## src/common/tes_map.vh

```
// register offsets, field positions, codes and reset values of the tape status bank
`ifndef TES_MAP_VH
`define TES_MAP_VH
`define TES_OFF_BUS_ADDR 4'h0
`define TES_OFF_CMD_PTR 4'h1
`define TES_OFF_SUBSYS 4'h2
`define TES_OFF_RESIDUAL 4'h3
`define TES_OFF_EXTENDED_STATUS_0 4'h4
`define TES_OFF_EXTENDED_STATUS_1 4'h5
`define TES_OFF_EXTENDED_STATUS_2 4'h6
`define TES_OFF_EXTENDED_STATUS_3 4'h7
`define TES_OFF_CHAR 4'h8
`define TES_OFF_IRQ_STAT 4'h9
`define TES_OFF_IRQ_MASK 4'hA
`define TES_BIT_TMK 15
`define TES_BIT_SHORT 14
`define TES_BIT_LET 13
`define TES_BIT_LONG 12
`define TES_BIT_WLE 11
`define TES_BIT_SC 15
`define TES_BIT_READY 7
`define TES_TC_LSB 1
`define TES_TC_NORMAL 3'h0
`define TES_TC_ATTN 3'h1
`define TES_TC_ALERT 3'h2
`define TES_TC_REJECT 3'h3
`define TES_TC_RECOV 3'h4
`define TES_TC_RECOV_NOMOVE 3'h5
`define TES_TC_UNRECOV 3'h6
`define TES_TC_FATAL 3'h7
`define TES_CMD_READ 3'h0
`define TES_CMD_SPACE 3'h1
`define TES_CMD_SKIP_TMK 3'h2
`define TES_CMD_WRITE 3'h3
`define TES_CMD_WRITE_TMK 3'h4
`define TES_CMD_WRITE_TMK_RETRY 3'h5
`define TES_CMD_OTHER 3'h6
`define TES_RESET_WORD 16'h0000
`define TES_IRQ_DONE 0
`define TES_IRQ_SC 1
`define TES_IRQ_CMDPTR 2
`endif

```

## src/core/tes_status_bank.v

```verilog
// tape extended status register bank with termination class reporting
//
// The strobed register port and the register addresses were decided locally.
`timescale 1ns/1ps
`include "tes_map.vh"
module tes_status_bank (
  input wire clk_sys_i, // system clock 100 MHz
  input wire arst_n_i, // async reset, active low
  input wire [3:0] reg_addr_i, // register index
  input wire [15:0] reg_wdata_i, // write data
  input wire reg_wr_i, // write strobe
  input wire reg_rd_i, // read strobe
  output reg [15:0] reg_rdata_o, // read data, cycle after strobe
  input wire cmd_start_i, // controller accepts a new command
  input wire [2:0] cmd_code_i, // command being started
  input wire cmd_done_i, // command completed pulse
  input wire [15:0] residual_i, // residual count at completion
  input wire tape_mark_i, // tape mark detected pulse
  input wire short_len_i, // read record shorter than byte count
  input wire long_len_i, // read record longer than byte count
  input wire count_left_i, // position count not exhausted at stop
  input wire bot_stop_i, // stopped on load point pulse
  input wire recov_err_i, // recoverable error pulse
  input wire fatal_err_i, // fatal controller error pulse
  input wire [15:0] bus_addr_i, // current bus address low word
  input wire [15:0] extended_status_1_i, // extended status word 1 from controller
  input wire [15:0] extended_status_2_i, // extended status word 2 from controller
  input wire [15:0] extended_status_3_i, // extended status word 3 from controller
  input wire ring_absent_pin_i, // write ring missing, pin
  input wire protect_sw_pin_i, // write protect switch, pin
  output reg [15:0] cmd_ptr_o, // command pointer written by host
  output reg cmd_ptr_wr_o, // pulse on command pointer write
  output reg irq_o // level interrupt
);
  localparam ST_IDLE = 4'b0001;
  localparam ST_BUSY = 4'b0010;
  localparam ST_LEFT_BOT = 4'b0100;
  localparam ST_AFTER_TMK = 4'b1000;

  ////////////////////////////////////////////////////////////////////////////
  wire [1:0] pins_sync;
  wire ring_absent;
  wire write_protect_switch;
  tes_sync2 #(.WIDTH(2)) u_sync (
    .clk_sys_i(clk_sys_i),
    .arst_n_i(arst_n_i),
    .async_i({protect_sw_pin_i, ring_absent_pin_i}),
    .sync_o(pins_sync)
  );
  assign ring_absent = pins_sync[0];
  assign write_protect_switch = pins_sync[1];

  ////////////////////////////////////////////////////////////////////////////
  reg [3:0] state;
  reg [3:0] next_state;
  reg [2:0] cur_cmd;
  reg let_enable;
  reg special_condition;
  reg [2:0] termination_class;
  reg [15:0] residual_count;
  reg tape_mark_seen;
  reg short_record;
  reg logical_end;
  reg long_record;
  reg write_lock_error;
  reg ev_reject;
  reg ev_trip;
  reg ev_recov;
  reg ev_fatal;
  reg [2:0] irq_status;
  reg [2:0] irq_mask;
  wire [2:0] class_now;
  wire is_read = (cur_cmd == `TES_CMD_READ);
  wire is_space = (cur_cmd == `TES_CMD_SPACE);
  wire is_skip = (cur_cmd == `TES_CMD_SKIP_TMK);
  wire is_write = (cur_cmd == `TES_CMD_WRITE);
  wire busy = (state != ST_IDLE);
  wire alert = tape_mark_seen | short_record | logical_end | long_record;

  tes_term_class u_class (
    .fatal_i(ev_fatal),
    .protect_trip_i(ev_trip),
    .recov_i(ev_recov),
    .reject_i(ev_reject),
    .alert_i(alert),
    .class_o(class_now)
  );

  ////////////////////////////////////////////////////////////////////////////
  // skip tape marks tracking for logical end detection
  always @* begin
    next_state = state;
    case (state)
      ST_IDLE: begin
        if (cmd_start_i) begin
          next_state = (cmd_code_i == `TES_CMD_SKIP_TMK) ? ST_LEFT_BOT : ST_BUSY;
        end
      end
      ST_BUSY: begin
        if (cmd_done_i) begin
          next_state = ST_IDLE;
        end
      end
      ST_LEFT_BOT: begin
        if (cmd_done_i) begin
          next_state = ST_IDLE;
        end else if (tape_mark_i) begin
          next_state = ST_AFTER_TMK;
        end
      end
      ST_AFTER_TMK: begin
        if (cmd_done_i) begin
          next_state = ST_IDLE;
        end
      end
      default: begin
        next_state = ST_IDLE;
      end
    endcase
  end

  // tracks whether skip started from load point before first record
  reg from_bot;
  reg rec_seen;
  wire let_hit = is_skip && let_enable && tape_mark_i &&
    ((state == ST_AFTER_TMK && !rec_seen) || (from_bot && state == ST_LEFT_BOT));

  always @(posedge clk_sys_i or negedge arst_n_i) begin
    if (!arst_n_i) begin
      state <= ST_IDLE;
      cur_cmd <= `TES_CMD_OTHER;
      from_bot <= 1'b0;
      rec_seen <= 1'b0;
    end else begin
      state <= next_state;
      if (cmd_start_i && !busy) begin
        cur_cmd <= cmd_code_i;
        from_bot <= bot_stop_i;
        rec_seen <= 1'b0;
      end else if (tape_mark_i) begin
        from_bot <= 1'b0;
        rec_seen <= 1'b0;
      end else if (short_len_i | long_len_i) begin
        from_bot <= 1'b0;
        rec_seen <= 1'b1;
      end
    end
  end

  ////////////////////////////////////////////////////////////////////////////
  wire new_cmd = cmd_start_i && !busy;
  always @(posedge clk_sys_i or negedge arst_n_i) begin
    if (!arst_n_i) begin
      tape_mark_seen <= 1'b0;
      short_record <= 1'b0;
      logical_end <= 1'b0;
      long_record <= 1'b0;
      write_lock_error <= 1'b0;
      ev_reject <= 1'b0;
      ev_trip <= 1'b0;
      ev_recov <= 1'b0;
      ev_fatal <= 1'b0;
      residual_count <= `TES_RESET_WORD;
      special_condition <= 1'b0;
      termination_class <= `TES_TC_NORMAL;
    end else if (new_cmd) begin
      tape_mark_seen <= 1'b0;
      short_record <= 1'b0;
      logical_end <= 1'b0;
      long_record <= 1'b0;
      ev_trip <= 1'b0;
      ev_recov <= 1'b0;
      ev_fatal <= 1'b0;
      special_condition <= 1'b0;
      termination_class <= `TES_TC_NORMAL;
      write_lock_error <= (cmd_code_i == `TES_CMD_WRITE) && ring_absent;
      ev_reject <= (cmd_code_i == `TES_CMD_WRITE) && ring_absent;
    end else if (busy) begin
      // mark seen in read space skip
      if (tape_mark_i && (is_read || is_space || is_skip)) begin
        tape_mark_seen <= 1'b1;
      end
      if (cmd_done_i && (cur_cmd == `TES_CMD_WRITE_TMK ||
                         cur_cmd == `TES_CMD_WRITE_TMK_RETRY)) begin
        tape_mark_seen <= 1'b1;
      end
      if (short_len_i && is_read) begin
        short_record <= 1'b1;
      end
      if (is_space && count_left_i && (tape_mark_i || bot_stop_i)) begin
        short_record <= 1'b1;
      end
      if (is_skip && count_left_i && (bot_stop_i || let_hit)) begin
        short_record <= 1'b1;
      end
      if (let_hit) begin
        logical_end <= 1'b1;
      end
      if (long_len_i && is_read) begin
        long_record <= 1'b1;
      end
      if (is_write && write_protect_switch) begin
        write_lock_error <= 1'b1;
        ev_trip <= 1'b1;
      end
      if (recov_err_i) begin
        ev_recov <= 1'b1;
      end
      if (fatal_err_i) begin
        ev_fatal <= 1'b1;
      end
      // residual only for read space skip
      if (cmd_done_i && (is_read || is_space || is_skip)) begin
        residual_count <= residual_i;
      end
      if (cmd_done_i) begin
        termination_class <= class_now;
        special_condition <= (class_now != `TES_TC_NORMAL);
      end
    end
  end

  ////////////////////////////////////////////////////////////////////////////
  wire [15:0] extended_status_0_word = {tape_mark_seen, short_record, logical_end, long_record,
    write_lock_error, 11'h000};
  wire [15:0] subsys_word = {special_condition, 7'h00, !busy, 3'h0,
    termination_class, 1'b0};
  wire [2:0] irq_events = {cmd_ptr_wr_o, cmd_done_i & busy & (class_now != `TES_TC_NORMAL),
    cmd_done_i & busy};

  always @(posedge clk_sys_i or negedge arst_n_i) begin
    if (!arst_n_i) begin
      let_enable <= 1'b0;
      irq_mask <= 3'h0;
      cmd_ptr_o <= `TES_RESET_WORD;
      cmd_ptr_wr_o <= 1'b0;
    end else begin
      cmd_ptr_wr_o <= reg_wr_i && (reg_addr_i == `TES_OFF_CMD_PTR);
      if (reg_wr_i) begin
        if (reg_addr_i == `TES_OFF_CMD_PTR) begin
          cmd_ptr_o <= reg_wdata_i;
        end else if (reg_addr_i == `TES_OFF_CHAR) begin
          let_enable <= reg_wdata_i[0];
        end else if (reg_addr_i == `TES_OFF_IRQ_MASK) begin
          irq_mask <= reg_wdata_i[2:0];
        end
      end
    end
  end

  // sticky status, event set wins over read clear
  always @(posedge clk_sys_i or negedge arst_n_i) begin
    if (!arst_n_i) begin
      irq_status <= 3'h0;
      irq_o <= 1'b0;
    end else begin
      if (reg_rd_i && reg_addr_i == `TES_OFF_IRQ_STAT) begin
        irq_status <= irq_events;
      end else begin
        irq_status <= irq_status | irq_events;
      end
      irq_o <= |(irq_status & irq_mask);
    end
  end

  always @(posedge clk_sys_i or negedge arst_n_i) begin
    if (!arst_n_i) begin
      reg_rdata_o <= 16'h0000;
    end else if (reg_rd_i) begin
      if (reg_addr_i == `TES_OFF_BUS_ADDR) begin
        reg_rdata_o <= bus_addr_i;
      end else if (reg_addr_i == `TES_OFF_SUBSYS) begin
        reg_rdata_o <= subsys_word;
      end else if (reg_addr_i == `TES_OFF_RESIDUAL) begin
        reg_rdata_o <= residual_count;
      end else if (reg_addr_i == `TES_OFF_EXTENDED_STATUS_0) begin
        reg_rdata_o <= extended_status_0_word;
      end else if (reg_addr_i == `TES_OFF_EXTENDED_STATUS_1) begin
        reg_rdata_o <= extended_status_1_i;
      end else if (reg_addr_i == `TES_OFF_EXTENDED_STATUS_2) begin
        reg_rdata_o <= extended_status_2_i;
      end else if (reg_addr_i == `TES_OFF_EXTENDED_STATUS_3) begin
        reg_rdata_o <= extended_status_3_i;
      end else if (reg_addr_i == `TES_OFF_CHAR) begin
        reg_rdata_o <= {15'h0000, let_enable};
      end else if (reg_addr_i == `TES_OFF_IRQ_STAT) begin
        reg_rdata_o <= {13'h0000, irq_status};
      end else if (reg_addr_i == `TES_OFF_IRQ_MASK) begin
        reg_rdata_o <= {13'h0000, irq_mask};
      end else begin
        reg_rdata_o <= 16'h0000;
      end
    end else begin
      reg_rdata_o <= 16'h0000;
    end
  end
endmodule // tes_status_bank

```

## src/core/tes_term_class.v

```verilog
// termination class encoder choosing the most severe pending class
`timescale 1ns/1ps
`include "tes_map.vh"
module tes_term_class (
  input wire fatal_i, // controller fatal error
  input wire protect_trip_i, // write protect switch during write
  input wire recov_i, // recoverable error, tape one record on
  input wire reject_i, // function reject
  input wire alert_i, // tape status alert
  output reg [2:0] class_o // encoded termination class
);
  always @* begin
    class_o = `TES_TC_NORMAL;
    if (fatal_i) begin
      class_o = `TES_TC_FATAL;
    end else if (protect_trip_i) begin
      class_o = `TES_TC_UNRECOV;
    end else if (recov_i) begin
      class_o = `TES_TC_RECOV;
    end else if (reject_i) begin
      class_o = `TES_TC_REJECT;
    end else if (alert_i) begin
      class_o = `TES_TC_ALERT;
    end
  end
endmodule // tes_term_class

```

## src/core/tes_sync2.v

```verilog
// two flop synchroniser for a vector of pin levels
`timescale 1ns/1ps
module tes_sync2 #(
  parameter WIDTH = 2
) (
  input wire clk_sys_i, // system clock
  input wire arst_n_i, // async reset, active low
  input wire [WIDTH-1:0] async_i, // pin levels
  output reg [WIDTH-1:0] sync_o // synchronised levels
);
  reg [WIDTH-1:0] stage1;
  always @(posedge clk_sys_i or negedge arst_n_i) begin
    if (!arst_n_i) begin
      stage1 <= {WIDTH{1'b0}};
      sync_o <= {WIDTH{1'b0}};
    end else begin
      stage1 <= async_i;
      sync_o <= stage1;
    end
  end
endmodule // tes_sync2

```

## config.mk

```make
export PLATFORM = sky130hd
export DESIGN_NAME = tes_status_bank
export DESIGN_NICKNAME = d
export VERILOG_FILES = /design/src/core/tes_status_bank.v /design/src/core/tes_term_class.v /design/src/core/tes_sync2.v
export VERILOG_INCLUDE_DIRS = /design/src /design/src/common
export SDC_FILE = /design/constraint.sdc
export NUM_CORES = 1
export LEC_CHECK = 0
export BUFFER_PORTS_ARGS = -buffer_cell sky130_fd_sc_hd__buf_2
export CAP_MARGIN = 20
export CORE_MARGIN = 4
export CORE_UTILIZATION = 50
export CTS_BUF_LIST = sky130_fd_sc_hd__clkbuf_8
export CTS_CLUSTER_DIAMETER = 80
export DETAILED_ROUTE_END_ITERATION = 16
export HOLD_SLACK_MARGIN = 0.1
export PLACE_DENSITY = 0.8
export SYNTH_ARGS = -nofsm -noshare
export SYNTH_HDL_FRONTEND = slang
export SYNTH_SLANG_ARGS = --single-unit
```

## constraint.sdc

```tcl
create_clock -name clk_sys_i -period 5 [get_ports clk_sys_i]
set_input_delay 0.5 -clock clk_sys_i [delete_from_list [all_inputs] [get_ports clk_sys_i]]
set_output_delay 0.5 -clock clk_sys_i [all_outputs]
set_load 0.02 [all_outputs]
```

==> impl_summary.md <==
Global routing
The global-route wire length before repair is about 18000 um. The global route total overflow is 0. The initial antenna violation count came to 1. The number of global-route vias before repair is approximately 3600. The total routing resource utilization after global routing is around 23%. The pin count of the biggest net entering global routing is 84.

Job
Across the run, the number of max-cap violations was 0.

Yosys
The synthesized-area fraction occupied by ao, oa, aoi and oai cells is 15.6%. The post-synthesis mux area share is 16.2%. The area share of fa/ha/maj cells after synthesis is 0%.

The share of the synthesized area in the top cell type is 48.3%. sky130_fd_sc_hd__dfrtp_1 takes more of the synthesized area than any other cell. In the post-synthesis netlist, the cell with the most instances is sky130_fd_sc_hd__dfrtp_1. The count of flip-flops with a built-in enable after synthesis is 0. The net count after synthesis is between 400 and 500. The count of distinct cell types in the synthesized netlist is 56.

The combinational family with the most area after synthesis is multiplexers. The Yosys warning count is 0. Among all flip-flop cells after synthesis, the most frequent one is sky130_fd_sc_hd__dfrtp_1. For this run, the register share of the synthesized area comes to between 50% and 60%. After synthesis, the share of flip-flops with an asynchronous set or reset is 100%. Synthesis produced 361 cells. The post-synthesis xor/xnor area fraction is less than 1%. Synthesis inferred 83 register bits.

The cell area after technology mapping is around 4100 sq um. The fraction of the mapped netlist area in simple logic gates is 13.9%. Sorting the synthesized cells by area gives the leading types as sky130_fd_sc_hd__dfrtp_1 (48%), sky130_fd_sc_hd__mux2_2 (11%), sky130_fd_sc_hd__mux2_4 (3.6%). In the synthesized netlist, the cells that appear most often are sky130_fd_sc_hd__dfrtp_1 (80), sky130_fd_sc_hd__mux2_2 (39), sky130_fd_sc_hd__nand2_1 (26), sky130_fd_sc_hd__nor2_1 (20), sky130_fd_sc_hd__nor2b_1 (18).

A synthesized cell averages 11.5 sq um.

Detailed routing
The overall via count from detail_route is 3504. The first routing iteration left 178 violations. In the routed layout, each cell is associated on average with a via count of slightly below 6. The first-pass iteration count of the detailed router is 5. The count of unresolved DRC violations after routing is 0. The detail route stage leaves a number of antenna-violating nets equal to 0. The detailed-route wire length per cell is approximately 18 um. The total wire length is ~11000 um.

Critical path
The data required time at the worst endpoint is approximately 5.2 ns. The sort of element at the start of the critical path is a primary input. The kind of end point of the critical path is a flip-flop.

The arrival time at the worst endpoint is roughly 2.4 ns. The worst setup path category is in2reg. In this run the worst path has a maximum fanout of 42.

Timing
The worst pin sits at a relative slew slack of between 30% and 40%. After layout, the minimum clock period comes to between 2 and 2.5 ns. The final clock skew is 0.0117 ns. Setup repair after global routing left no endpoint under its margin. Setup total negative slack on the finished layout was measured at 0 ns.

The setup violation total in the final timing report is 0. The worst hold-check slack is between 0.2 and 0.25 ns. The transition time of the tightest slew-check pin is 1.02 ns. The highest clock frequency the design can meet is ~0.46 GHz. The number of hold violations in the final report is 0. The worst path meets setup with approximately 2.8 ns of slack. After layout, the worst path uses 43.2% of the clock period. The final count of pins violating max slew is 0.

Clock tree
The clock input transition at the sequential cells of the worst setup and hold paths is approximately 0.080 ns. For the worst-skew pair, the clock arrives at the later sink with an insertion delay of ~0.35 ns. The CTS tree is built. The clock drives between 80 and 90 sinks.

The cell sitting at the root of the clock tree is a sky130_fd_sc_hd__clkbuf_8. The clock tree synthesis step divided the H-tree into 3 levels. No sink is reached through more buffers than the 2 on the longest clock path. The number of setup buffers added after CTS is 0. Counting the buffers created by CTS gives 9.

Die
For this configuration, the core starts out at a cell density of a little over half. The height of the die is between 90 and 100 um. The number of ports placed on the die boundary is about 150. The die covers approximately 9800 sq um. The placeable core area is slightly below 8000 sq um. The overall die width is around 100 um. The standard-cell row count is 32.

Power and ir drop
Dividing total power by cell area gives a power density of roughly 400 nW/um^2. Summed over all cells, the static leakage comes to 2.53 nW. The worst-case IR drop observed on VDD is around 0.0002 V.

Cells and area
The repair_antennas step left the layout with diodes totalling 0. At the end of the flow, the number of nets in the layout was 620. The final design area excluding fillers is about 5100 sq um.

In the final layout, the share of cells above drive strength 1 is between 40% and 50%. The number of cells in the finished layout apart from fillers is between 600 and 700. The area growth from synthesis to layout is 23.7%.

Place
The count of input and output buffers is approximately 150. Prior to clock tree synthesis, the placed netlist has a worst setup slack of between 2 and 2.5 ns. The number of placed instances, taps included, is between 500 and 600.

Routability-driven placement finished with a final weighted congestion of 0.844. The area after detailed placement is between 4000 and 5000 sq um. Detailed placement ended at an HPWL of between 7000 and 8000 um.

Run status
The flow ran to the end, and the final reports show no timing, DRC or antenna violations.

Worst hold path
The type of the most critical hold path is in2reg.
[placed cells by master, fill, tap and decap left out, drive strengths merged, types with 8 or more instances in the layout]
cell type,instances
o21ai,15
a21oi,15
nor2b,18
dfrtp,80
mux2,49
nor2,20
clkbuf,11
nand2,26
a222oi,8
buf,153
a22o,9
[critical path: stages]
cell	delay (ns)
sky130_fd_sc_hd__buf_2	0.64
sky130_fd_sc_hd__nor2b_1	0.21
sky130_fd_sc_hd__buf_4	0.23
sky130_fd_sc_hd__nand3_2	0.37
sky130_fd_sc_hd__mux2_2	0.41
[final timing paths]
path | startpoint | endpoint | slack, ns | cells past startpoint
worst max-delay path | reg_addr_i[0] | cmd_ptr_o[12]$_DFFE_PN0P_ | 2.84 | 5
worst min-delay path | protect_sw_pin_i | u_sync.stage1[1]$_DFF_PN0_ | 0.25 | 1
worst max register to register | state[0]$_DFFE_PN1P_ | residual_count[1]$_DFFE_PN0P_ | 2.93 | 3
worst min register to register | u_sync.stage1[0]$_DFF_PN0_ | u_sync.sync_o[0]$_DFF_PN0_ | 0.35 | 0
max in group asynchronous | arst_n_i | cur_cmd[1]$_DFFE_PN1P_ | 3.88 | 3
min in group asynchronous | arst_n_i | residual_count[7]$_DFFE_PN0P_ | 0.51 | 2
[repair_timing]
| action | in CTS | in global routing |
|---|---|---|
| resized for setup | 0 | 0 |
| hold buffers | 0 | 1 |
| endpoints found under the hold margin | 0 | 7 |
[registers in the layout (all words and copies together), names as in the netlist, 2 cells and up]
| register | flops |
|---|---|
| cmd_ptr_o | 16 |
| reg_rdata_o | 16 |
| residual_count | 16 |
| state | 4 |
| cur_cmd | 3 |
| irq_mask | 3 |
| irq_status | 3 |
| termination_class | 3 |
| u_sync.stage1 | 2 |
| u_sync.sync_o | 2 |
[per-stage QoR]
step / utilization, % / power (mW)
final: 65.0 / 2.09
after global routing: 65.0 / 2.21
after CTS: 64.5 / 2.10
after detailed placement: 62.1 / 1.61
after global placement: 62.1 / 1.58
after floorplan: - / 1.42
[layer usage]
metal,GRT usage (%),routed length [um],vias to the layer above
met4,8.61,219,2
met5,0,13,-
met3,5.87,1090,24
li1,-,-,1623
met1,29.9,4400,1669
met2,36.5,5210,186
[cells by family (layout without fill, tap and decap cells)]
group | after synthesis | after routing
flip-flops | 83 | 83
AO/OA/AOI/OAI | 89 | 89
buffers and inverters | 29 | 174
AND/OR/NAND/NOR | 103 | 103
multiplexers | 56 | 56
XOR/XNOR | 1 | 1
[report_power, final]
group | internal, mW | switching, mW
sequential | 0.857 | 0.128
clock | 0.251 | 0.232
combinational | 0.313 | 0.305
total | 1.42 | 0.665
[area by class of cell]
class / instances / area [sq um]
inverters: 5 / 18.8
clock buffers: 11 / 151
clock inverters: 4 / 42.5
well taps: 102 / 128
multi-input cells: 249 / 1900
flip-flops and latches: 83 / 2080
repair buffers: 154 / 803
fillers: 642 / 2760
Power figures use the tool's default switching activity.
